$ cat src/design/supply_monitor_map.vh
`ifndef SUPPLY_MONITOR_MAP_VH
`define SUPPLY_MONITOR_MAP_VH

// Register byte offsets on the APB slave.
`define OFS_CTRL        12'h000
`define OFS_STATUS      12'h004
`define OFS_THRESH      12'h008
`define OFS_RESULT      12'h00C
`define OFS_INT_STAT    12'h010
`define OFS_INT_MASK    12'h014
`define OFS_DEB_LIMIT   12'h018
`define OFS_TICK        12'h01C

// Control register fields.
`define CTRL_ENABLE     0
`define CTRL_LAMP_OPT   1

// Interrupt status fields.
`define IRQ_WAKE        0
`define IRQ_FINISH      1
`define IRQ_STEP        2
`define IRQ_W           3

// Threshold table.
`define TH_0            16'h0DED
`define TH_1            16'h0BD6
`define TH_2            16'h0978
`define TH_3            16'h07E4
`define TH_4            16'h06C3
`define TH_5            16'h05EB
`define TH_6            16'h0542
`define TH_7            16'h04BC
`define TH_LAST_IDX     3'h7

// Converter sequence and debounce constants.
`define LOOP_INIT       2'h2
`define SETTLE_CYCLES   8'h60
`define DEB_LIMIT_RST   16'h0014
`define CHAN_INIT       5'h00
`define CHAN_VREF       5'h1F

`endif

$ cat src/design/supply_monitor.v
// Overview of operation
// - On a start trigger the sequencer steps through its instruction slots in ascending order, going back from store to convert for the second conversion.
// - Working values such as threshold, result and loop count are held in the sequencer general registers.
// - An interval timer interrupt starts a run that configures the converter and converts.
// - With the internal reference selected two conversions are made and only the second result kept.
// - After converting, the converter is stopped and its channel restored before the decision.
// - A result at or above the threshold ends the run with a CPU wake-up request.
// - A result below the threshold ends the run without wake-up so the system returns to stop.
// - The threshold starts at 0DED and each button press steps it through the table down to 04BC.
// - With the lamp option on, every completed run toggles the status lamp.
// - A button press raises the external pin interrupt whose handling waits out a debounce before acting.
// - The debounce wait polls the millisecond tick count and ends only when it exceeds the debounce limit.
// - Each timer channel 7 interrupt adds one to the millisecond tick count, except in the cycle a debounce starts and clears it.
// - Each run loads the conversion loop counter with 2 and decrements it per conversion to zero.
`include "supply_monitor_map.vh"

module supply_monitor (
	// APB slave
	input  wire        pclk,
	input  wire        presetn,
	input  wire        psel,
	input  wire        penable,
	input  wire        pwrite,
	input  wire [11:0] paddr,
	input  wire [31:0] pwdata,
	output reg  [31:0] prdata,
	output reg         pready,
	output reg         pslverr,
	// Triggers from pins and timers
	input  wire        interval_timer_32,
	input  wire        timer_ch7_interrupt,
	input  wire        user_button,
	// Converter handshake
	output reg         adc_enable,
	output reg         adc_start,
	output reg  [4:0]  adc_channel,
	input  wire        adc_done,
	input  wire [15:0] adc_result,
	// Outcomes
	output reg         cpu_wake,
	output reg         status_lamp,
	output reg         irq
);

////////////////////////////////////////////////////////////////////////
// Pin synchronisers and edge detection.

reg [1:0] itmr_s_r;
reg [1:0] tick_s_r;
reg [1:0] btn_s_r;
reg [1:0] done_s_r;
reg       itmr_d_r;
reg       tick_d_r;
reg       btn_d_r;
reg       done_d_r;

always @(posedge pclk or negedge presetn) begin
	if (!presetn) begin
		itmr_s_r <= 2'h0;
		tick_s_r <= 2'h0;
		btn_s_r  <= 2'h0;
		done_s_r <= 2'h0;
		itmr_d_r <= 1'b0;
		tick_d_r <= 1'b0;
		btn_d_r  <= 1'b0;
		done_d_r <= 1'b0;
	end else begin
		itmr_s_r <= {itmr_s_r[0], interval_timer_32};
		tick_s_r <= {tick_s_r[0], timer_ch7_interrupt};
		btn_s_r  <= {btn_s_r[0], user_button};
		done_s_r <= {done_s_r[0], adc_done};
		itmr_d_r <= itmr_s_r[1];
		tick_d_r <= tick_s_r[1];
		btn_d_r  <= btn_s_r[1];
		done_d_r <= done_s_r[1];
	end
end

wire itmr_rise = itmr_s_r[1] & ~itmr_d_r;
wire tick_rise = tick_s_r[1] & ~tick_d_r;
wire btn_rise  = btn_s_r[1] & ~btn_d_r;
wire done_rise = done_s_r[1] & ~done_d_r;

////////////////////////////////////////////////////////////////////////
// Registers.

localparam IRQ_TOP = `IRQ_W - 1;
reg  [1:0]  ctrl_r;
reg  [15:0] deb_limit_r;
reg  [15:0] tick_cnt_r;
reg  [2:0]  th_idx_r;
reg  [IRQ_TOP:0] int_stat_r;
reg  [IRQ_TOP:0] int_mask_r;

// Sequencer general registers: 0 threshold, 1 result, 2 loop count.
reg  [15:0] gen_r [0:15];
reg  [15:0] threshold;

always @* begin
	case (th_idx_r)
		3'h0:    threshold = `TH_0;
		3'h1:    threshold = `TH_1;
		3'h2:    threshold = `TH_2;
		3'h3:    threshold = `TH_3;
		3'h4:    threshold = `TH_4;
		3'h5:    threshold = `TH_5;
		3'h6:    threshold = `TH_6;
		default: threshold = `TH_7;
	endcase
end

////////////////////////////////////////////////////////////////////////
// Sequencer.

localparam S_IDLE   = 4'h0;
localparam S_LOAD   = 4'h1;
localparam S_CFG    = 4'h2;
localparam S_SETTLE = 4'h3;
localparam S_CONV   = 4'h4;
localparam S_WAIT   = 4'h5;
localparam S_STORE  = 4'h6;
localparam S_STOP   = 4'h7;
localparam S_CMP    = 4'h8;
localparam S_FIN    = 4'h9;

reg [3:0] slot_r;
reg [7:0] settle_r;
reg       wake_ev;
reg       fin_ev;

always @(posedge pclk or negedge presetn) begin
	if (!presetn) begin
		slot_r      <= S_IDLE;
		settle_r    <= 8'h00;
		adc_enable  <= 1'b0;
		adc_start   <= 1'b0;
		adc_channel <= `CHAN_INIT;
		cpu_wake    <= 1'b0;
		status_lamp <= 1'b0;
		wake_ev     <= 1'b0;
		fin_ev      <= 1'b0;
		gen_r[0]    <= 16'h0000;
		gen_r[1]    <= 16'h0000;
		gen_r[2]    <= 16'h0000;
	end else begin
		adc_start <= 1'b0;
		cpu_wake  <= 1'b0;
		wake_ev   <= 1'b0;
		fin_ev    <= 1'b0;
		case (slot_r)
			S_IDLE: begin
				if (itmr_rise && ctrl_r[`CTRL_ENABLE])
					slot_r <= S_LOAD;
			end
			S_LOAD: begin
				gen_r[2] <= {14'h0000, `LOOP_INIT};
				gen_r[0] <= threshold;
				slot_r   <= S_CFG;
			end
			S_CFG: begin
				adc_channel <= `CHAN_VREF;
				adc_enable  <= 1'b1;
				settle_r    <= `SETTLE_CYCLES;
				slot_r      <= S_SETTLE;
			end
			S_SETTLE: begin
				settle_r <= settle_r - 8'h01;
				if (settle_r == 8'h00)
					slot_r <= S_CONV;
			end
			S_CONV: begin
				adc_start <= 1'b1;
				slot_r    <= S_WAIT;
			end
			S_WAIT: begin
				if (done_rise)
					slot_r <= S_STORE;
			end
			S_STORE: begin
				// Only the last pass survives, the first reference reading is overwritten.
				gen_r[1] <= adc_result;
				gen_r[2] <= gen_r[2] - 16'h0001;
				slot_r   <= (gen_r[2] == 16'h0001) ? S_STOP : S_CONV;
			end
			S_STOP: begin
				adc_enable  <= 1'b0;
				adc_channel <= `CHAN_INIT;
				slot_r      <= S_CMP;
			end
			S_CMP: begin
				if (gen_r[1] >= gen_r[0]) begin
					cpu_wake <= 1'b1;
					wake_ev  <= 1'b1;
				end
				slot_r <= S_FIN;
			end
			S_FIN: begin
				if (ctrl_r[`CTRL_LAMP_OPT])
					status_lamp <= ~status_lamp;
				fin_ev <= 1'b1;
				slot_r <= S_IDLE;
			end
			default: slot_r <= S_IDLE;
		endcase
	end
end

genvar gi;
generate
	for (gi = 3; gi < 16; gi = gi + 1) begin : g_unused
		always @(posedge pclk or negedge presetn) begin
			if (!presetn)
				gen_r[gi] <= 16'h0000;
			else
				gen_r[gi] <= gen_r[gi];
		end
	end
endgenerate

////////////////////////////////////////////////////////////////////////
// Button debounce and threshold stepping.

reg deb_busy_r;
reg step_ev;

always @(posedge pclk or negedge presetn) begin
	if (!presetn) begin
		deb_busy_r <= 1'b0;
		tick_cnt_r <= 16'h0000;
		th_idx_r   <= 3'h0;
		step_ev    <= 1'b0;
	end else begin
		step_ev <= 1'b0;
		if (btn_rise && !deb_busy_r) begin
			deb_busy_r <= 1'b1;
			tick_cnt_r <= 16'h0000;
		end else begin
			if (tick_rise)
				tick_cnt_r <= tick_cnt_r + 16'h0001;
			if (deb_busy_r && tick_cnt_r > deb_limit_r) begin
				deb_busy_r <= 1'b0;
				step_ev    <= 1'b1;
				// The table stops at the highest supply level rather than wrapping.
				if (th_idx_r != `TH_LAST_IDX)
					th_idx_r <= th_idx_r + 3'h1;
			end
		end
	end
end

////////////////////////////////////////////////////////////////////////
// APB slave and interrupt.

wire acc    = psel & penable;
wire wr_acc = acc & pwrite;
wire rd_acc = acc & ~pwrite;
wire [IRQ_TOP:0] ev_vec = {step_ev, fin_ev, wake_ev};

reg        mapped;
reg [31:0] rd_mux;

always @* begin
	mapped = 1'b1;
	rd_mux = 32'h00000000;
	case (paddr)
		`OFS_CTRL:      rd_mux = {30'h0, ctrl_r};
		`OFS_STATUS:    rd_mux = {26'h0, deb_busy_r, th_idx_r, (slot_r != S_IDLE), status_lamp};
		`OFS_THRESH:    rd_mux = {16'h0, threshold};
		`OFS_RESULT:    rd_mux = {16'h0, gen_r[1]};
		`OFS_INT_STAT:  rd_mux = {29'h0, int_stat_r};
		`OFS_INT_MASK:  rd_mux = {29'h0, int_mask_r};
		`OFS_DEB_LIMIT: rd_mux = {16'h0, deb_limit_r};
		`OFS_TICK:      rd_mux = {16'h0, tick_cnt_r};
		default:        mapped = 1'b0;
	endcase
end

always @(posedge pclk or negedge presetn) begin
	if (!presetn) begin
		ctrl_r      <= 2'h0;
		deb_limit_r <= `DEB_LIMIT_RST;
		int_stat_r  <= 3'h0;
		int_mask_r  <= 3'h0;
		prdata      <= 32'h00000000;
		pready      <= 1'b0;
		pslverr     <= 1'b0;
		irq         <= 1'b0;
	end else begin
		// One wait state: answer registered, so pready rises one cycle into the access phase.
		pready  <= acc & ~pready;
		pslverr <= acc & ~pready & ~mapped;
		if (rd_acc && !pready)
			prdata <= rd_mux;
		if (wr_acc && pready && paddr == `OFS_CTRL)
			ctrl_r <= pwdata[1:0];
		if (wr_acc && pready && paddr == `OFS_INT_MASK)
			int_mask_r <= pwdata[IRQ_TOP:0];
		if (wr_acc && pready && paddr == `OFS_DEB_LIMIT)
			deb_limit_r <= pwdata[15:0];
		// A new event beats a write-one clear in the same cycle.
		if (wr_acc && pready && paddr == `OFS_INT_STAT)
			int_stat_r <= (int_stat_r & ~pwdata[IRQ_TOP:0]) | ev_vec;
		else
			int_stat_r <= int_stat_r | ev_vec;
		irq <= |(int_stat_r & int_mask_r);
	end
end

endmodule

$ cat config.mk
export PLATFORM = sky130hd
export DESIGN_NAME = supply_monitor
export DESIGN_NICKNAME = d
export VERILOG_FILES = /design/src/design/supply_monitor.v
export VERILOG_INCLUDE_DIRS = /design/src /design/src/design
export SDC_FILE = /design/constraint.sdc
export NUM_CORES = 1
export LEC_CHECK = 0
export BUFFER_PORTS_ARGS = -buffer_cell sky130_fd_sc_hd__buf_4
export CAP_MARGIN = 25
export CORE_MARGIN = 5
export CORE_UTILIZATION = 54
export DETAILED_ROUTE_END_ITERATION = 8
export GPL_TIMING_DRIVEN = 0
export PLACE_DENSITY = 0.76
export SYNTH_ARGS = -nofsm -noshare
export SYNTH_HDL_FRONTEND = slang
export SYNTH_SLANG_ARGS = --single-unit
$ cat constraint.sdc
create_clock -name pclk -period 3.05 [get_ports pclk]
set_input_delay 0 -clock pclk [delete_from_list [all_inputs] [get_ports pclk]]
set_output_delay 0 -clock pclk [all_outputs]
set_load 0.03 [all_outputs]
==> results of run 1 <==
==> tightest hold or removal path, delay by kind of cell <==
family          cells  cell delay [ps]
simple gates        2              210
compound gates      1               90
buf+inv             1              120
==> per-stage QoR <==
stage | instances | utilization, %
finish | 1107 | 69.36
global route | 1107 | 69.36
CTS | 1107 | 69.36
detailed placement | 1035 | 62.24
global placement | 1034 | 62.01
floorplan | 778 | -
==> area by class of cell <==
cell class	count	area, um2
buffer	52	287.8
fill	1035	4090
sequential	137	3431
timing repair buffer	121	1032
inverter	44	165.2
tap	176	220.2
clock inverter	9	101.3
clock buffer	23	447.9
multi-input combinational	545	3572
==> report_power, final <==
group	leakage, nW	internal [mW]	switching (mW)	total [mW]
clock network	0.269	1.19	0.754	1.95
logic	2.32	0.404	0.563	0.967
registers	1.76	1.90	0.102	2.00
==> routing by layer <==
metal  vias to the layer above  track usage [%]
li1                       2938                -
met1                      2983            31.82
met2                       238            38.98
met3                        40            5.175
met4                         0            8.454
met5                         -                0
==> placed cells by master, fill, tap and decap left out, drive strengths merged, types with 16 or more instances in the layout <==
cell         instances
mux2i               16
conb                16
o21ai               38
nor2                60
mux2                30
dfrtp              135
nand2              113
buf                108
dlygate4sd3         40
inv                 44
a21oi               28
clkbuf              48
nor3                16
nand3               24
ha                  39
==> registers in the layout, indices dropped and copies added, names as in the netlist, 2 cells and up <==
signal / flops
done_s_r: 2
tick_s_r: 2
btn_s_r: 2
ctrl_r: 2
deb_limit_r: 16
gen_r: 44
tick_cnt_r: 16
settle_r: 8
int_stat_r: 3
int_mask_r: 3
prdata: 16
itmr_s_r: 2
slot_r: 4
th_idx_r: 3
==> path summary, 6_finish.rpt <==
| kind | startpoint | end | slack, ps | depth (start not counted) |
|---|---|---|---|---|
| setup / recovery | deb_limit_r[15] | th_idx_r[1] | 700 | 7 |
| hold / removal | paddr[0] | prdata[0] | 50 | 4 |
| setup reg to reg | deb_limit_r[15] | th_idx_r[1] | 700 | 7 |
| hold reg to reg | tick_s_r[0] | tick_s_r[1] | 350 | 0 |
| max in group asynchronous | presetn | deb_limit_r[2] | 2150 | 3 |
| min in group asynchronous | presetn | gen_r[238] | 100 | 2 |
==> cell families (layout without fill, tap and decap cells) <==
group | after synthesis | count (layout) | synth area share (%)
muxes | 46 | 46 | 7.237
other | 1 | 16 | 0.05068
AOI/OAI and AO/OA | 135 | 135 | 12.02
buffers and inverters | 96 | 249 | 6.121
DFF | 137 | 137 | 46.36
xor gates and xnor gates | 20 | 20 | 2.367
and+or+nand+nor | 288 | 288 | 19.11
adders and majority gates | 40 | 40 | 6.730
==> synthesized netlist by cell type (16+ instances only) <==
cell type | count | area share (%)
a21oi_1 | 28 | 1.9
buf_4 | 22 | 2.2
clkbuf_1 | 25 | 1.3
dfrtp_1 | 135 | 46
ha_1 | 39 | 6.6
inv_1 | 44 | 2.2
mux2_2 | 20 | 3.0
mux2i_1 | 16 | 2.2
nand2_1 | 112 | 5.7
nand3_1 | 24 | 1.6
nor2_1 | 60 | 3.0
nor3_1 | 16 | 1.1
o21ai_0 | 37 | 2.5
==> timing repair <==
action                                  CTS  global route
endpoints found under the setup margin    0             0
hold buffers                             40             0
endpoints found under the hold margin   101             0
==> flow_summary.toml, run 1 <==
[outcome]
status = "complete, no violations"

[placed_design]
place_ws_ps = 742.1
io_buffers = 80
placed_cell_area_um2 = 8308
post-dp-hpwl_um = 13490
gp_congestion = 0.8872

[hold_path]
min_path_type = "primary input to flop"

[setup_path]
path_max_fanout = 3
endpoint_kind = "flop"
arrival_ps = 2660
cp_top_family = "simple AND/OR/NAND/NOR gates"
critical_path_class = "flop to flop"
worstPathRequired_ps = 3360
crit_chain = "inv_1 > ha_1 > nand4_1 > or4_1 > a21oi_1 > o311ai_2 > mux2_2"
path_buf_inv = 1
setup.worst_path.start_class = "flop"
slowest_delay_ps = 510
critPathSlowestCell = "or4_1"

[clock_network]
cts_max_level = 4
clockRootBuffer = "clkbuf_16"
cts.sinks = 137
numCtsBuffers = 17
clk_pin_slew_ps = 60
postCtsSetupRepairBufs = 0
cts_resized = 0
cts_max_path_buffers = 2
clk_latency_ps = 430
cts_tree = "built"

[grt]
grt_max_degree = 84
grt_pass1_wl_um = 31060
grt_pass1_vias = 6291
grt_overflow = 0
track_usage_pct = 23.94
antenna_found_initial = 0

[drt]
top_layer_used = "met4"
wl_met3_um = 1225
wirelength_um = 18770
wl_met1_um = 8221
met2_wirelength_um = 8913
postRouteAntennaNets = 0
drt_iter0_drc = 559
drc = 0
viasPerCell = 5.600
vias = 6199
avgRoutedWirePerCell_um = 16.95
first_pass_iters = 6

[job]
maxCapViolations = 0

[yosys]
synth_warnings = 0
synth_cell_types = 73
netlist_instances = 763
synth_edf_count = 0
synth-seq-cells = 137
synth_area_um2 = 7400
syn_area_per_cell_um2 = 9.698
synth-async-reset-ratio_pct = 100.0
synth_ff_type = "dfrtp_1"
yosysSeqAreaShare_pct = 46.36

[timing]
maxClockFrequency_ghz = 0.4260
slew_headroom_pct = 37.51
fin_skew_ps = 6.941
min_period_over_period_pct = 76.96
hold_slack_ps = 46.94
hold_viol = 0
drv_slew = 0
post-route-min-period_ps = 2347
setup_viol = 0
tns_ps = 0
setup_ws_ps = 702.7
worstMarginPinSlew_ps = 924.4
rsz0062_at_grt = "no"

[power]
p_leak_nw = 4.348
cellPowerDensity_nw_per_um2 = 531.4
power_mw = 4.919
vdd_ir_drop_max_uv = 457.2

[cells_and_area]
insertedDiodeCount = 0
syn_to_final_growth_pct = 25.11
layout.nets = 1026
finalInstanceArea_um2 = 9258
drive_above_1_share_pct = 18.90

[die]
start_util_pct = 55.44
die_area_um2 = 16140
boundaryPins = 113
fp.dieH_um = 127.1
die_width_um = 127.1
core.rowCount = 42
coreArea_um2 = 13350
Note: power is estimated with default switching activity, not from simulation.
==> inputs of run 2 (changes only) <==
- CORE_UTILIZATION: 54 -> 52
- PLACE_DENSITY: 0.76 -> 0.77
- clock period: 3.05 -> 2 ns (I/O delays scaled with it)
==> flow_summary.toml, run 2 (synthesis results as in run 1) <==
[die]
fp.dieH_um = 129.3
core.rowCount = 43
die_area_um2 = 16720
die_width_um = 129.3
boundaryPins = 113
start_util_pct = 53.10
coreArea_um2 = 13930

[drt]
first_pass_iters = 5
avgRoutedWirePerCell_um = 17.04
postRouteAntennaNets = 0
drc = 0
wirelength_um = 19350
viasPerCell = 5.573
vias = 6325
drt_iter0_drc = 633

[power]
p_leak_nw = 4.522
power_frac_comb_pct = 22.5
pwr-share-seq_pct = 38.8
cellPowerDensity_nw_per_um2 = 813.6
swShare_pct = 28.95
p_int_mw = 5.575
clockPowerShare_pct = 38.6
switchingPower_mw = 2.272
vdd_ir_drop_max_uv = 852.4

[clock_network]
cts_max_path_buffers = 2
cts_tree = "built"
numCtsBuffers = 17
clk_latency_ps = 420
cts.sinks = 137
clk_pin_slew_ps = 60
cts_max_level = 4
clockRootBuffer = "clkbuf_16"

[timing]
setup_viol = 5
drv_slew = 0
setup_ws_ps = -199.4
min_period_over_period_pct = 110.0
tns_ps = -819.9
maxClockFrequency_ghz = 0.4547
hold_viol = 0
slew_headroom_pct = 43.68
worstMarginPinSlew_ps = 842.6
fin_skew_ps = 5.106
rsz0062_at_grt = "yes"
post-route-min-period_ps = 2199

[hold_path]
min_path_type = "primary input to flop"
hold_path.startpoint = "paddr[0]"
min_path_cells = 4
hold_end = "prdata[0]"

[placed_design]
gp_congestion = 0.9044
place_ws_ps = -301.9
io_buffers = 80
post-dp-hpwl_um = 13240

[setup_path]
path_max_fanout = 4
endpoint_kind = "flop"
r2r-start = "tick_cnt_r[13]"
worstPathRequired_ps = 2310
regToRegSetupSlack_ps = -200
setup.worst_path.start_class = "flop"
critical_path_class = "flop to flop"
reg2regPathDepth = 6
reg2reg_to = "th_idx_r[1]"
arrival_ps = 2510

[cells_and_area]
largest_reg_flops = 44
layout_common_cells = "130 x dfrtp_1, 128 x buf_4, 111 x nand2_1"
drive_above_1_share_pct = 24.40
insertedDiodeCount = 0
syn_to_final_growth_pct = 30.33
mostFrequentLayoutCell = "dfrtp_1"
fillers = 1060
top_register = "gen_r"
layout.nets = 1051

[grt]
grt_overflow = 0
grt_max_degree = 74
grt_pass1_wl_um = 30870
track_usage_pct = 23.56
antenna_found_initial = 0
grt_pass1_vias = 6114

[job]
maxCapViolations = 0

[outcome]
violations = "negative setup slack"
status = "complete, but fails checks"
[run 2: cell count changes in the layout (fill, tap and decap cells not counted), moves of 3 or more]
| cell | delta |
|---|---|
| dfrtp_1 | -5 |
| clkbuf_1 | -8 |
| ha_1 | -6 |
| dfrtp_2 | +5 |
| nor4_2 | +3 |
| buf_4 | +27 |
| ha_4 | +4 |
| nor4_1 | -4 |
[run 2: final cells by class]
class                      instances  area, um2  area share, %
clock buffer                      23      467.9          4.852
tap                              180      225.2          2.335
timing repair buffer             148       1235          12.80
inverter                          44      165.2          1.713
buffer                            50      287.8          2.984
clock inverter                     8      96.34         0.9990
sequential                       137       3437          35.64
multi-input combinational        545       3730          38.67
[run 2: metrics by stage]
step | instance area [um2] | hold slack [ps] | std cells | total power, mW | util (%)
3_5_place_dp | 8334 | 25.72 | 1039 | 4.512 | 59.81
4_1_cts | 9389 | 47.88 | 1115 | 7.768 | 67.38
6_report | 9644 | 60.71 | 1135 | 7.846 | 69.21
3_3_place_gp | 8303 | 110.5 | 1038 | 4.471 | 59.59
5_1_grt | 9644 | 85.01 | 1135 | 8.187 | 69.21
2_1_floorplan | 7477 | -295.6 | 778 | 4.046 | -
[run 2: worst max-delay path, stage by stage, from the launching register on]
cell and delay (ps):
dfrtp_1 420, ha_1 320, nand4_1 200, or4_4 510, o21a_1 220, o311ai_4 90, mux2_4 330
[run 2: how the worst max path moves through the flow]
stage	from	end	slack, ps	depth (start not counted)
6_report	tick_cnt_r[13]	th_idx_r[1]	-200	6
5_1_grt	deb_limit_r[13]	deb_busy_r	-270	8
4_1_cts	deb_limit_r[4]	th_idx_r[1]	-180	7
3_5_place_dp	th_idx_r[0]	prdata[5]	-300	8
3_3_place_gp	th_idx_r[0]	prdata[5]	-280	8
2_1_floorplan	deb_limit_r[4]	th_idx_r[1]	-110	7
[run 2: routing by layer]
layer  track usage [%]  part of all wire, %
met1             32.62                   44
met2             36.95                   47
met3             5.977                  7.0
met4             6.733                  1.6
met5                 0                    0
[run 2: repair_timing]
action                                 4_1_cts  5_1_grt
setup endpoints to repair                   15       38
gates resized for setup                     14       24
pin swaps                                    7        8
hold buffers                                40        0
buffers inserted                             6       21
endpoints found under the hold margin      110        0
[run 2: power groups by stage]
stage	logic, mW	clock network, mW	registers, mW
after global placement	1.38	0	3.09
after detailed placement	1.41	0	3.10
after floorplan	0.947	0	3.10
after global routing	1.92	3.20	3.06
after CTS	1.65	3.07	3.04
final	1.77	3.03	3.05
==> inputs of run 3 (changes only) <==
- BUFFER_PORTS_ARGS: -buffer_cell sky130_fd_sc_hd__buf_4 -> default
- CORE_UTILIZATION: 52 -> 54
- DONT_BUFFER_PORTS: default -> 1
- PLACE_DENSITY: 0.77 -> 0.69
- clock period: 2 -> 2.1 ns (I/O delays scaled with it)
==> flow_summary.toml, run 3 (synthesis results as in run 1) <==
[cells_and_area]
insertedDiodeCount = 0
mostFrequentLayoutCell = "dfrtp_1"
layout.nets = 979
post-route-util_pct = 68.56
layout_common_cells = "130 x dfrtp_1, 111 x nand2_1, 60 x nor2_1"
top_register = "gen_r"
syn_to_final_growth_pct = 23.67
largest_reg_flops = 44
drive_above_1_share_pct = 17.87

[setup_path]
r2r-start = "deb_limit_r[11]"
path_max_fanout = 3
critical_path_class = "flop to flop"
worstPathRequired_ps = 2410
slowest_delay_ps = 550
startpoint = "deb_limit_r[11]"
critPathSlowestCell = "or4_4"
arrival_ps = 2510
endpoint_kind = "flop"
crit_chain = "inv_1 > ha_1 > nand4_1 > or4_4 > o21a_1 > o311ai_4 > mux2_4"
setup.worst_path.start_class = "flop"

[clock_network]
numCtsBuffers = 17
cts.sinks = 137
clk_latency_ps = 430
postCtsHoldBufs = 44
cts_tree = "built"
clk_pin_slew_ps = 60
clockRootBuffer = "clkbuf_16"
cts_max_level = 4
cts_max_path_buffers = 2

[power]
cellPowerDensity_nw_per_um2 = 846.6
p_leak_nw = 4.173
vdd_ir_drop_max_uv = 641.5

[drt]
avgRoutedWirePerCell_um = 18.09
drt_iter0_drc = 737
postRouteAntennaNets = 0
wirelength_um = 19180
viasPerCell = 5.805
first_pass_iters = 5
drc = 0
vias = 6153

[grt]
antenna_found_initial = 0
grt_overflow = 0
grt_max_degree = 138
track_usage_pct = 24.32
grt_pass1_vias = 6079
grt_pass1_wl_um = 31010

[timing]
setup_viol = 4
drv_slew = 0
min_period_over_period_pct = 105.1
hold_slack_ps = -729.8
setup_ws_ps = -106.2
worstMarginPinSlew_ps = 911.2
slew_headroom_pct = 39.10
fin_skew_ps = 7.914
maxClockFrequency_ghz = 0.4533
rsz0062_at_grt = "yes"
hold_viol = 137
post-route-min-period_ps = 2206

[placed_design]
io_buffers = 0
post-dp-hpwl_um = 13160
gp_congestion = 0.8899

[outcome]
violations = "negative hold slack, negative setup slack"
status = "complete, but fails checks"

[die]
die_area_um2 = 16140
core.rowCount = 42
die_width_um = 127.1
boundaryPins = 113
start_util_pct = 55.44
coreArea_um2 = 13350
fp.dieH_um = 127.1

[hold_path]
min_path_type = "primary input to async pin"

[job]
maxCapViolations = 0
[run 3: power by group]
part	internal, mW	leakage, nW	total, mW	switching (mW)
combinational	0.724	2.13	1.54	0.816
sequential	2.76	1.75	2.94	0.181
clock	2.13	0.298	3.26	1.13
[run 3: layer usage]
| layer | GRT usage [%] | part of all wire (%) | wire [um] |
|---|---|---|---|
| met1 | 32.28 | 42 | 8090 |
| met2 | 38.51 | 47 | 9015 |
| met3 | 7.262 | 8.8 | 1695 |
| met4 | 7.886 | 2.0 | 378 |
| met5 | 0 | 0 | 0 |
[run 3: final cells by class]
cell class              count  area [um2]
clock buffers              20       446.7
repair buffers             76       680.7
flip-flops and latches    137        3437
multi-input cells         545        3719
fillers                  1005        4197
well taps                 176       220.2
plain buffers              50       285.3
clock inverters            12       197.7
inverters                  44       165.2
[run 3: path summary, 6_finish.rpt]
path | cells after the start | slack [ps] | to
max | 7 | -110 | th_idx_r[1]
min | 0 | -730 | settle_r[5]
max in group asynchronous | 0 | 2530 | deb_limit_r[4]
max reg2reg | 7 | -110 | th_idx_r[1]
min reg2reg | 0 | 350 | btn_s_r[1]
min in group pclk | 4 | 20 | prdata[7]
[run 3: timing repair]
action                                 4_1_cts  5_1_grt
pin swaps                                    5       10
endpoints found under the hold margin      187      137
gates resized for setup                      8       28
setup endpoints to repair                    5       29
setup buffers                               11       21
[run 3: critical path: cells and delay by family, from the launching register on]
family / cells / cell delay (ps)
mux: 1 / 330
simple gates: 2 / 690
fa+ha+maj: 1 / 320
buf+inv: 1 / 50
compound gates: 2 / 320
flops: 1 / 370
[run 3: stage by stage]
step	instance area [um2]	instances	power, mW	setup WS, ps	TNS, ps
global placement	7697	954	4.083	-188.1	-358.9
finish	9151	1060	7.747	-106.2	-261.0
global route	9151	1060	8.062	-146.9	-492.7
CTS	8902	1041	7.642	-82.63	-197.4
detailed placement	7697	954	4.118	-246.4	-513.7
floorplan	7477	778	3.854	-8.464	-8.464
